### src/rtl/cal_store_pkg.sv
// Constants shared by the coefficient store and its word memory.
// Assumes a serial front end that delivers whole 16-bit words with an address.

package cal_store_pkg;

  // ==========================================================================
  // Word map
  localparam logic [7:0] WORD_FIRST_ADDR     = 8'h03;
  localparam logic [7:0] WORD_LAST_ADDR      = 8'h10;
  localparam int         WORD_COUNT          = 14;
  localparam logic [7:0] SIGN_WORD_A_ADDR    = 8'h03;
  localparam logic [7:0] SIGN_WORD_B_ADDR    = 8'h04;
  localparam logic [7:0] BRIDGE_OFFSET_ADDR  = 8'h05;
  localparam logic [7:0] BRIDGE_GAIN_ADDR    = 8'h06;
  localparam logic [7:0] GAIN_TEMPCO_ADDR    = 8'h07;
  localparam logic [7:0] OFFSET_TEMPCO_ADDR  = 8'h08;
  localparam logic [7:0] OFFSET_TC2_ADDR     = 8'h09;
  localparam logic [7:0] GAIN_TC2_ADDR       = 8'h0a;
  localparam logic [7:0] BRIDGE_SO_ADDR      = 8'h0b;
  localparam logic [7:0] TEMP_OFFSET_ADDR    = 8'h0c;
  localparam logic [7:0] TEMP_GAIN_ADDR      = 8'h0d;
  localparam logic [7:0] TEMP_SO_ADDR        = 8'h0e;
  localparam logic [7:0] LOW_CAL_TEMP_ADDR   = 8'h0f;
  localparam logic [7:0] MEAS_CONFIG_ADDR    = 8'h10;
  localparam logic [15:0] WORD_RESET         = 16'h0000;

  // ==========================================================================
  // Coefficient table: low word address, upper word, MSB bit, sign bit
  localparam int COEF_COUNT = 10;
  localparam logic [7:0] COEF_LOW_ADDR [COEF_COUNT] = '{
    BRIDGE_OFFSET_ADDR, BRIDGE_GAIN_ADDR, GAIN_TEMPCO_ADDR, OFFSET_TEMPCO_ADDR,
    OFFSET_TC2_ADDR, GAIN_TC2_ADDR, BRIDGE_SO_ADDR,
    TEMP_OFFSET_ADDR, TEMP_GAIN_ADDR, TEMP_SO_ADDR};
  localparam logic [7:0] COEF_HIGH_ADDR [COEF_COUNT] = '{
    SIGN_WORD_A_ADDR, SIGN_WORD_A_ADDR, SIGN_WORD_A_ADDR, SIGN_WORD_A_ADDR,
    SIGN_WORD_A_ADDR, SIGN_WORD_A_ADDR, SIGN_WORD_A_ADDR,
    SIGN_WORD_B_ADDR, SIGN_WORD_B_ADDR, SIGN_WORD_B_ADDR};
  localparam int COEF_MSB_BIT [COEF_COUNT] = '{0, 2, 4, 6, 8, 10, 12, 4, 0, 2};
  localparam int COEF_SIGN_BIT [COEF_COUNT] = '{1, 3, 5, 7, 9, 11, 13, 5, 1, 3};
  localparam int COEF_BRIDGE_OFFSET = 0;
  localparam int COEF_TEMP_OFFSET   = 7;
  localparam int COEF_MAG_WIDTH     = 17;

  // Extra bits of word 0x03
  localparam int BRIDGE_CURVE_BIT   = 14;
  localparam int LOW_CAL_SIGN_BIT   = 15;

  // ==========================================================================
  // Offset range codes: step 0x1000, largest 0x7000
  localparam int          RANGE_CODE_MSB   = 14;
  localparam int          RANGE_CODE_LSB   = 12;
  localparam logic [11:0] RANGE_FILL_ZERO  = 12'h000;
  localparam int          RANGE_TOP_BIT    = 15;
  localparam logic [3:0]  RANGE_SIXTEENTHS = 4'h8;

  // ==========================================================================
  // Measurement configuration fields and decoded values
  localparam int FIRST_GAIN_MSB  = 1;
  localparam int FIRST_GAIN_LSB  = 0;
  localparam int SECOND_GAIN_MSB = 4;
  localparam int SECOND_GAIN_LSB = 2;
  localparam int POLARITY_BIT    = 5;
  localparam int ADC_WIDTH_MSB   = 7;
  localparam int ADC_WIDTH_LSB   = 6;
  localparam logic [5:0] FIRST_GAIN_0 = 6'h0c;
  localparam logic [5:0] FIRST_GAIN_1 = 6'h14;
  localparam logic [5:0] FIRST_GAIN_2 = 6'h1e;
  localparam logic [5:0] FIRST_GAIN_3 = 6'h28;
  localparam logic [4:0] SECOND_GAIN_BASE_TENTHS = 5'h0b;
  localparam logic [4:0] ADC_BITS_0 = 5'h0a;
  localparam logic [4:0] ADC_BITS_1 = 5'h0c;
  localparam logic [4:0] ADC_BITS_2 = 5'h0e;
  localparam logic [4:0] ADC_BITS_3 = 5'h10;

endpackage

### src/rtl/cal_word_memory.sv
// Word memory of the calibration store: one 16-bit entry per mapped word.
// Assumes the owner has already decoded the address into an index.
`timescale 1ns/10ps

module cal_word_memory
  import cal_store_pkg::*;
(
  input  wire logic        ref_clk,
  input  wire logic        rst_n,
  input  wire logic        wr_en,
  input  wire logic [3:0]  wr_index,
  input  wire logic [15:0] wr_data,
  input  wire logic        rd_en,
  input  wire logic        rd_hit,
  input  wire logic [3:0]  rd_index,
  output logic      [15:0] rd_data_reg,
  output logic      [15:0] words_reg [WORD_COUNT]
);

  // ==========================================================================
  // Storage: every entry clears to zero; whole words only
  always_ff @(posedge ref_clk) begin
    if (!rst_n) begin
      for (int i = 0; i < WORD_COUNT; i++) begin
        words_reg[i] <= WORD_RESET;
      end
    end else if (wr_en) begin
      words_reg[wr_index] <= wr_data;
    end
  end

  // Read port: registered; a same-cycle write is seen on the next read
  always_ff @(posedge ref_clk) begin
    if (!rst_n) begin
      rd_data_reg <= WORD_RESET;
    end else if (rd_en) begin
      rd_data_reg <= rd_hit ? words_reg[rd_index] : WORD_RESET;
    end
  end

endmodule

### src/rtl/cal_coefficient_store.sv
// Calibration coefficient store: 16-bit configuration words 0x03..0x10,
// decoded into signed coefficients and measurement settings.
// Assumes a serial front end on ref_clk that hands over whole words with
// one-cycle write and read strobes; no synchronisers are needed.
`timescale 1ns/10ps

module cal_coefficient_store (
  input  wire logic                                    ref_clk,
  input  wire logic                                    rst_n,
  input  wire logic [7:0]                              word_addr,
  input  wire logic [15:0]                             word_wdata,
  input  wire logic                                    word_wr,
  input  wire logic                                    word_rd,
  output logic      [15:0]                             word_rdata,
  output logic                                         word_rvalid_reg,
  output logic                                         write_refused_reg,
  output logic                                         config_changed_reg,
  output logic      [cal_store_pkg::COEF_MAG_WIDTH-1:0] coef_magnitude_reg [cal_store_pkg::COEF_COUNT],
  output logic                                         coef_negative_reg  [cal_store_pkg::COEF_COUNT],
  output logic      [3:0]                              bridge_range_sixteenths_reg,
  output logic      [3:0]                              temp_range_sixteenths_reg,
  output logic                                         bridge_s_curve_reg,
  output logic      [15:0]                             low_cal_raw_temperature_reg,
  output logic                                         low_cal_negative_reg,
  output logic      [5:0]                              front_amplifier_first_gain_reg,
  output logic      [4:0]                              front_amplifier_second_gain_tenths_reg,
  output logic                                         gain_inverted_reg,
  output logic      [4:0]                              coarse_adc_bits_reg
);
  import cal_store_pkg::*;

  // ==========================================================================
  // Address decode
  logic        addr_hit;
  logic [3:0]  addr_index;
  logic        offset_word;
  logic        offset_code_ok;
  logic        write_ok;
  logic [15:0] words [WORD_COUNT];

  // Only 0x03..0x10 are mapped; everything else reads zero
  assign addr_hit   = (word_addr >= WORD_FIRST_ADDR) && (word_addr <= WORD_LAST_ADDR);
  assign addr_index = 4'(word_addr - WORD_FIRST_ADDR);

  // The two offset words hold a range code, not a free number
  assign offset_word = (word_addr == BRIDGE_OFFSET_ADDR) || (word_addr == TEMP_OFFSET_ADDR);

  // A valid code is 0x0000..0x7000 in steps of 0x1000
  assign offset_code_ok = (word_wdata[RANGE_TOP_BIT] == 1'b0) &&
                          (word_wdata[RANGE_CODE_LSB-1:0] == RANGE_FILL_ZERO);

  // Refusing a bad code keeps the previous range rather than a nonsense one
  assign write_ok = word_wr && addr_hit && (!offset_word || offset_code_ok);

  // ==========================================================================
  // Word memory
  cal_word_memory u_word_memory (
    .ref_clk     (ref_clk),
    .rst_n       (rst_n),
    .wr_en       (write_ok),
    .wr_index    (addr_index),
    .wr_data     (word_wdata),
    .rd_en       (word_rd),
    .rd_hit      (addr_hit),
    .rd_index    (addr_index),
    .rd_data_reg (word_rdata),
    .words_reg   (words)
  );

  // ==========================================================================
  // Bus answers
  // Read data follows the strobe by one cycle
  always_ff @(posedge ref_clk) begin
    if (!rst_n) begin
      word_rvalid_reg <= 1'b0;
    end else begin
      word_rvalid_reg <= word_rd;
    end
  end

  // Pulse for a mapped write whose offset code was out of range
  always_ff @(posedge ref_clk) begin
    if (!rst_n) begin
      write_refused_reg <= 1'b0;
    end else begin
      write_refused_reg <= word_wr && addr_hit && offset_word && !offset_code_ok;
    end
  end

  // Pulse when the measurement configuration word is rewritten
  always_ff @(posedge ref_clk) begin
    if (!rst_n) begin
      config_changed_reg <= 1'b0;
    end else begin
      config_changed_reg <= write_ok && (word_addr == MEAS_CONFIG_ADDR);
    end
  end

  // ==========================================================================
  // Coefficient assembly
  // Decoded views lag the stored words by one cycle so every output is a flop
  for (genvar c = 0; c < COEF_COUNT; c++) begin : g_coef
    localparam int LOW_IDX  = int'(COEF_LOW_ADDR[c] - WORD_FIRST_ADDR);
    localparam int HIGH_IDX = int'(COEF_HIGH_ADDR[c] - WORD_FIRST_ADDR);

    // Bit 16 joins the low word to form the 17-bit absolute value
    always_ff @(posedge ref_clk) begin
      if (!rst_n) begin
        coef_magnitude_reg[c] <= '0;
      end else begin
        coef_magnitude_reg[c] <= {words[HIGH_IDX][COEF_MSB_BIT[c]], words[LOW_IDX]};
      end
    end

    // Separate sign: one means the correction subtracts
    always_ff @(posedge ref_clk) begin
      if (!rst_n) begin
        coef_negative_reg[c] <= 1'b0;
      end else begin
        coef_negative_reg[c] <= words[HIGH_IDX][COEF_SIGN_BIT[c]];
      end
    end
  end

  // ==========================================================================
  // Offset ranges
  localparam int BO_IDX = int'(BRIDGE_OFFSET_ADDR - WORD_FIRST_ADDR);
  localparam int TO_IDX = int'(TEMP_OFFSET_ADDR - WORD_FIRST_ADDR);

  // Lower input range bound in sixteenths of full scale (negative side)
  always_ff @(posedge ref_clk) begin
    if (!rst_n) begin
      bridge_range_sixteenths_reg <= RANGE_SIXTEENTHS;
      temp_range_sixteenths_reg   <= RANGE_SIXTEENTHS;
    end else begin
      bridge_range_sixteenths_reg <= RANGE_SIXTEENTHS -
                                     {1'b0, words[BO_IDX][RANGE_CODE_MSB:RANGE_CODE_LSB]};
      temp_range_sixteenths_reg   <= RANGE_SIXTEENTHS -
                                     {1'b0, words[TO_IDX][RANGE_CODE_MSB:RANGE_CODE_LSB]};
    end
  end

  // ==========================================================================
  // Low-calibration temperature and curve type
  localparam int SA_IDX = int'(SIGN_WORD_A_ADDR - WORD_FIRST_ADDR);
  localparam int LT_IDX = int'(LOW_CAL_TEMP_ADDR - WORD_FIRST_ADDR);

  always_ff @(posedge ref_clk) begin
    if (!rst_n) begin
      low_cal_raw_temperature_reg <= WORD_RESET;
      low_cal_negative_reg        <= 1'b0;
      bridge_s_curve_reg          <= 1'b0;
    end else begin
      low_cal_raw_temperature_reg <= words[LT_IDX];
      low_cal_negative_reg        <= words[SA_IDX][LOW_CAL_SIGN_BIT];
      bridge_s_curve_reg          <= words[SA_IDX][BRIDGE_CURVE_BIT];
    end
  end

  // ==========================================================================
  // Measurement configuration decode
  localparam int MC_IDX = int'(MEAS_CONFIG_ADDR - WORD_FIRST_ADDR);

  logic [1:0] first_gain_code;
  logic [2:0] second_gain_code;
  logic [1:0] adc_width_code;
  logic [5:0] first_gain_next;
  logic [4:0] adc_bits_next;

  assign first_gain_code  = words[MC_IDX][FIRST_GAIN_MSB:FIRST_GAIN_LSB];
  assign second_gain_code = words[MC_IDX][SECOND_GAIN_MSB:SECOND_GAIN_LSB];
  assign adc_width_code   = words[MC_IDX][ADC_WIDTH_MSB:ADC_WIDTH_LSB];

  // First stage gain is a table, not a linear step
  always_comb begin
    case (first_gain_code)
      2'h0:    first_gain_next = FIRST_GAIN_0;
      2'h1:    first_gain_next = FIRST_GAIN_1;
      2'h2:    first_gain_next = FIRST_GAIN_2;
      2'h3:    first_gain_next = FIRST_GAIN_3;
      default: first_gain_next = FIRST_GAIN_0;
    endcase
  end

  // Coarse conversion width: two bits per code step
  always_comb begin
    case (adc_width_code)
      2'h0:    adc_bits_next = ADC_BITS_0;
      2'h1:    adc_bits_next = ADC_BITS_1;
      2'h2:    adc_bits_next = ADC_BITS_2;
      2'h3:    adc_bits_next = ADC_BITS_3;
      default: adc_bits_next = ADC_BITS_0;
    endcase
  end

  // Registered settings for the front amplifier and converter
  always_ff @(posedge ref_clk) begin
    if (!rst_n) begin
      front_amplifier_first_gain_reg         <= FIRST_GAIN_0;
      front_amplifier_second_gain_tenths_reg <= SECOND_GAIN_BASE_TENTHS;
      gain_inverted_reg             <= 1'b0;
      coarse_adc_bits_reg           <= ADC_BITS_0;
    end else begin
      front_amplifier_first_gain_reg         <= first_gain_next;
      front_amplifier_second_gain_tenths_reg <= SECOND_GAIN_BASE_TENTHS + {2'b00, second_gain_code};
      gain_inverted_reg             <= words[MC_IDX][POLARITY_BIT];
      coarse_adc_bits_reg           <= adc_bits_next;
    end
  end

endmodule

### config.mk
export PLATFORM = sky130hd
export DESIGN_NAME = cal_coefficient_store
export DESIGN_NICKNAME = d
export VERILOG_FILES = /design/src/rtl/cal_store_pkg.sv /design/src/rtl/cal_word_memory.sv /design/src/rtl/cal_coefficient_store.sv
export SDC_FILE = /design/constraint.sdc
export NUM_CORES = 1
export LEC_CHECK = 0
export ABC_CLOCK_PERIOD_IN_PS = 2870
export BUFFER_PORTS_ARGS = -buffer_cell sky130_fd_sc_hd__buf_4
export CAP_MARGIN = 20
export CORE_MARGIN = 8
export CORE_UTILIZATION = 58
export CTS_BUF_LIST = sky130_fd_sc_hd__clkbuf_4 sky130_fd_sc_hd__clkbuf_8
export DETAILED_ROUTE_END_ITERATION = 7
export GPL_ROUTABILITY_DRIVEN = 0
export PLACE_DENSITY = 0.88
export SLEW_MARGIN = 10
export SYNTH_ARGS = -nofsm -noshare
export SYNTH_HDL_FRONTEND = slang
export SYNTH_SLANG_ARGS = --single-unit
### constraint.sdc
create_clock -name ref_clk -period 2.87 [get_ports ref_clk]
set_input_delay 0 -clock ref_clk [delete_from_list [all_inputs] [get_ports ref_clk]]
set_output_delay 0 -clock ref_clk [all_outputs]
set_load 0.02 [all_outputs]
==> metrics <==
P per Cell Area=approximately 600 nW/µm²; Clock Sinks=462; final hold vios=0; sequential area share after synthesis=0.565; worst-margin pin slew=between 0.9 and 1 ns; Layout Utilization=0.731; first-pass GRT wire length=70,900 µm; Synth cell types=51; most common cell after layout, fill and taps aside=dfxtp_1; Synth warnings=0; reg2reg path depth=3; Core ar.=27,800 µm²; CP endpoint kind=flop; post-route clock period utilization=0.800; WP data required=about 3.3 ns; total area of sequential cells=around 9200 µm²; # setup viols final=0; flops & latches, synth=462; critical setup path kind=input pin to flop; CP endpoint=u_word_memory.words_reg[97]$_SDFFE_PN0P_; First-pass DRT Iterations=7; slew margin rel.=0.384; vias per cell=5.40; DR iter-0 viols=1,134; Remaining DRCs=0; Layout area overhead=24.2%; number of flip-flops under the largest register name=224; worst min path class=input pin to flop; static leakage=10.1 nW; flop-to-flop setup slack=~1.2 ns; Synth Cell Area=16,400 µm²; most frequent cells in the layout=dfxtp_1, buf_4, nand2_1; share of layout cells above drive strength 1=0.262; Highest Clock Rate=between 400 and 500 MHz; Clk pin slew, worst setup/hold paths=approximately 0.060 ns; Worst EP arrival=roughly 2.8 ns; Post-synth EDFFs=0; startpoint types=input pin; Primary FF master, synth=dfxtp_1; CTS tree=done; die width=184 µm; port bufs=between 200 and 300; Fillers=1,761; GR Overflow Total=0; DRT antenna net count=0; synthesized instance count=1,496; maximum capacitance violations=0; clock skew=0.0259 ns; via count of the first global-routing pass=about 12,000; post-CTS setup buffer count=0; final layout net count=1,839; clk root buf=clkbuf_8; TritonCTS Buffers=70; via count=12,000; RR Endpoint=u_word_memory.rd_data_reg[14]$_SDFFE_PN0P_; Multi-input gate area=5800 µm²; hold buffers post-CTS=25; maximum vdd ir drop=0.417 mV; clock latency at the later pin of the worst-skew pair=just under 0.6 ns; WL per Instance=21.2 µm; Max Slew Vio Count=0; setup_tns=0 ns; Post-synth ARST share=0; Die Area=33,800 µm²; Chip Height=184 µm; Cell Rows=61; Synth Area per Inst=10.9 µm²; final setup margin=0.575 ns; IO Pins=270; Post-Route WL=47,200 µm; Total GRT Usage=0.270; dpl ws=~0.48 ns; crit path from=word_addr[5]; initial antenna violation count=1; Clock Path Buffers=3; status=complete, no violations; largest net degree at the start of global routing=130; Initial Util=0.589; RR Startpoint=u_word_memory.words_reg[190]$_SDFFE_PN0P_; unrepaired setup endpoints after global routing=no; critical path peak fanout=12; Tmin final=2.29 ns; H-Tree Depth=3; post_cts resized=0; HPWL Detailed=32,800 µm
worst max-delay path, cell delays in order:
cell and delay, ns:
dlygate4sd3_1 0.54, buf_4 0.13, nor3_1 0.51, o2111ai_2 0.36, a21oi_4 0.33, and3b_1 0.27, buf_4 0.33, mux2i_1 0.27
routing by layer:
layer  GRT usage  wire [µm]  vias up
met5           0          0        -
met2       0.457      22700      648
met3      0.0743       4330      135
met1       0.311      17900     5777
met4       0.138       2210        0
li1            -          -     5448
cell families (layout without fill, tap and decap cells):
| kind of cell | after synthesis | in the layout | synth area share |
|---|---|---|---|
| compound gates | 53 | 53 | 0.0247 |
| flops | 462 | 462 | 0.565 |
| simple gates | 374 | 374 | 0.0994 |
| xor+xnor | 3 | 3 | 0.00161 |
| mux | 291 | 291 | 0.216 |
| other cells | 1 | 3 | 0.000229 |
| buf+inv | 297 | 646 | 0.0817 |
| fa+ha+maj | 15 | 15 | 0.0115 |
cell usage after synthesis, types with 3 or more instances:
cell | instances | area share
a211oi_1 | 9 | 0.0041
and2_1 | 27 | 0.010
and3_1 | 10 | 0.0038
and3b_1 | 3 | 0.0016
buf_1 | 6 | 0.0014
buf_12 | 3 | 0.0037
buf_2 | 9 | 0.0028
buf_4 | 11 | 0.0050
buf_6 | 16 | 0.011
clkbuf_1 | 54 | 0.012
dfxtp_1 | 462 | 0.57
ha_1 | 15 | 0.011
inv_1 | 198 | 0.045
mux2i_1 | 241 | 0.15
mux4_2 | 49 | 0.067
nand2_1 | 254 | 0.058
nand3b_1 | 3 | 0.0014
nor2_1 | 40 | 0.0092
nor2b_1 | 13 | 0.0050
nor3_1 | 5 | 0.0015
o211ai_1 | 3 | 0.0014
o21ai_0 | 15 | 0.0046
o221ai_1 | 12 | 0.0064
or3_1 | 3 | 0.0011
layout make-up:
class | instances | share of cell area
Tap cell | 378 | 0.0233
Timing Repair Buffer | 326 | 0.127
Inverter | 198 | 0.0366
Clock buffer | 107 | 0.0654
Clock inverter | 15 | 0.00690
Sequential cell | 462 | 0.455
Antenna cell | 1 | 0.000123
Multi-Input combinational cell | 738 | 0.286
per-stage QoR:
step | cells | hold WS [ns] | area (µm²) | power [mW]
floorplan | 1497 | 0.144 | 16400 | 6.86
global placement | 2077 | 0.241 | 18600 | 7.01
detailed placement | 2077 | 0.251 | 18600 | 7.02
CTS | 2224 | 0.0620 | 20300 | 12.6
global route | 2225 | 0.102 | 20300 | 12.9
finish | 2225 | 0.0923 | 20300 | 12.5
power by group:
part / leakage, nW / switching [mW] / internal (mW)
Sequential: 3.72 / 0.00483 / 6.42
Clock: 0.791 / 2.45 / 3.15
Combinational: 5.61 / 0.318 / 0.174
worst min-delay path by stage:
stage          depth (start not counted)                                         to  slack, ns            from
2_1_floorplan                          1                 word_rvalid_reg$_SDFF_PN0_       0.14         word_rd
3_3_place_gp                           3  u_word_memory.words_reg[221]$_SDFFE_PN0P_       0.24  word_wdata[13]
3_5_place_dp                           3  u_word_memory.words_reg[220]$_SDFFE_PN0P_       0.25  word_wdata[12]
4_1_cts                                4               write_refused_reg$_SDFF_PN0_       0.06    word_addr[2]
5_1_grt                                4               write_refused_reg$_SDFF_PN0_       0.10    word_addr[2]
6_report                               4               write_refused_reg$_SDFF_PN0_       0.09    word_addr[2]
No activity file was read; power rests on OpenSTA's default activity.
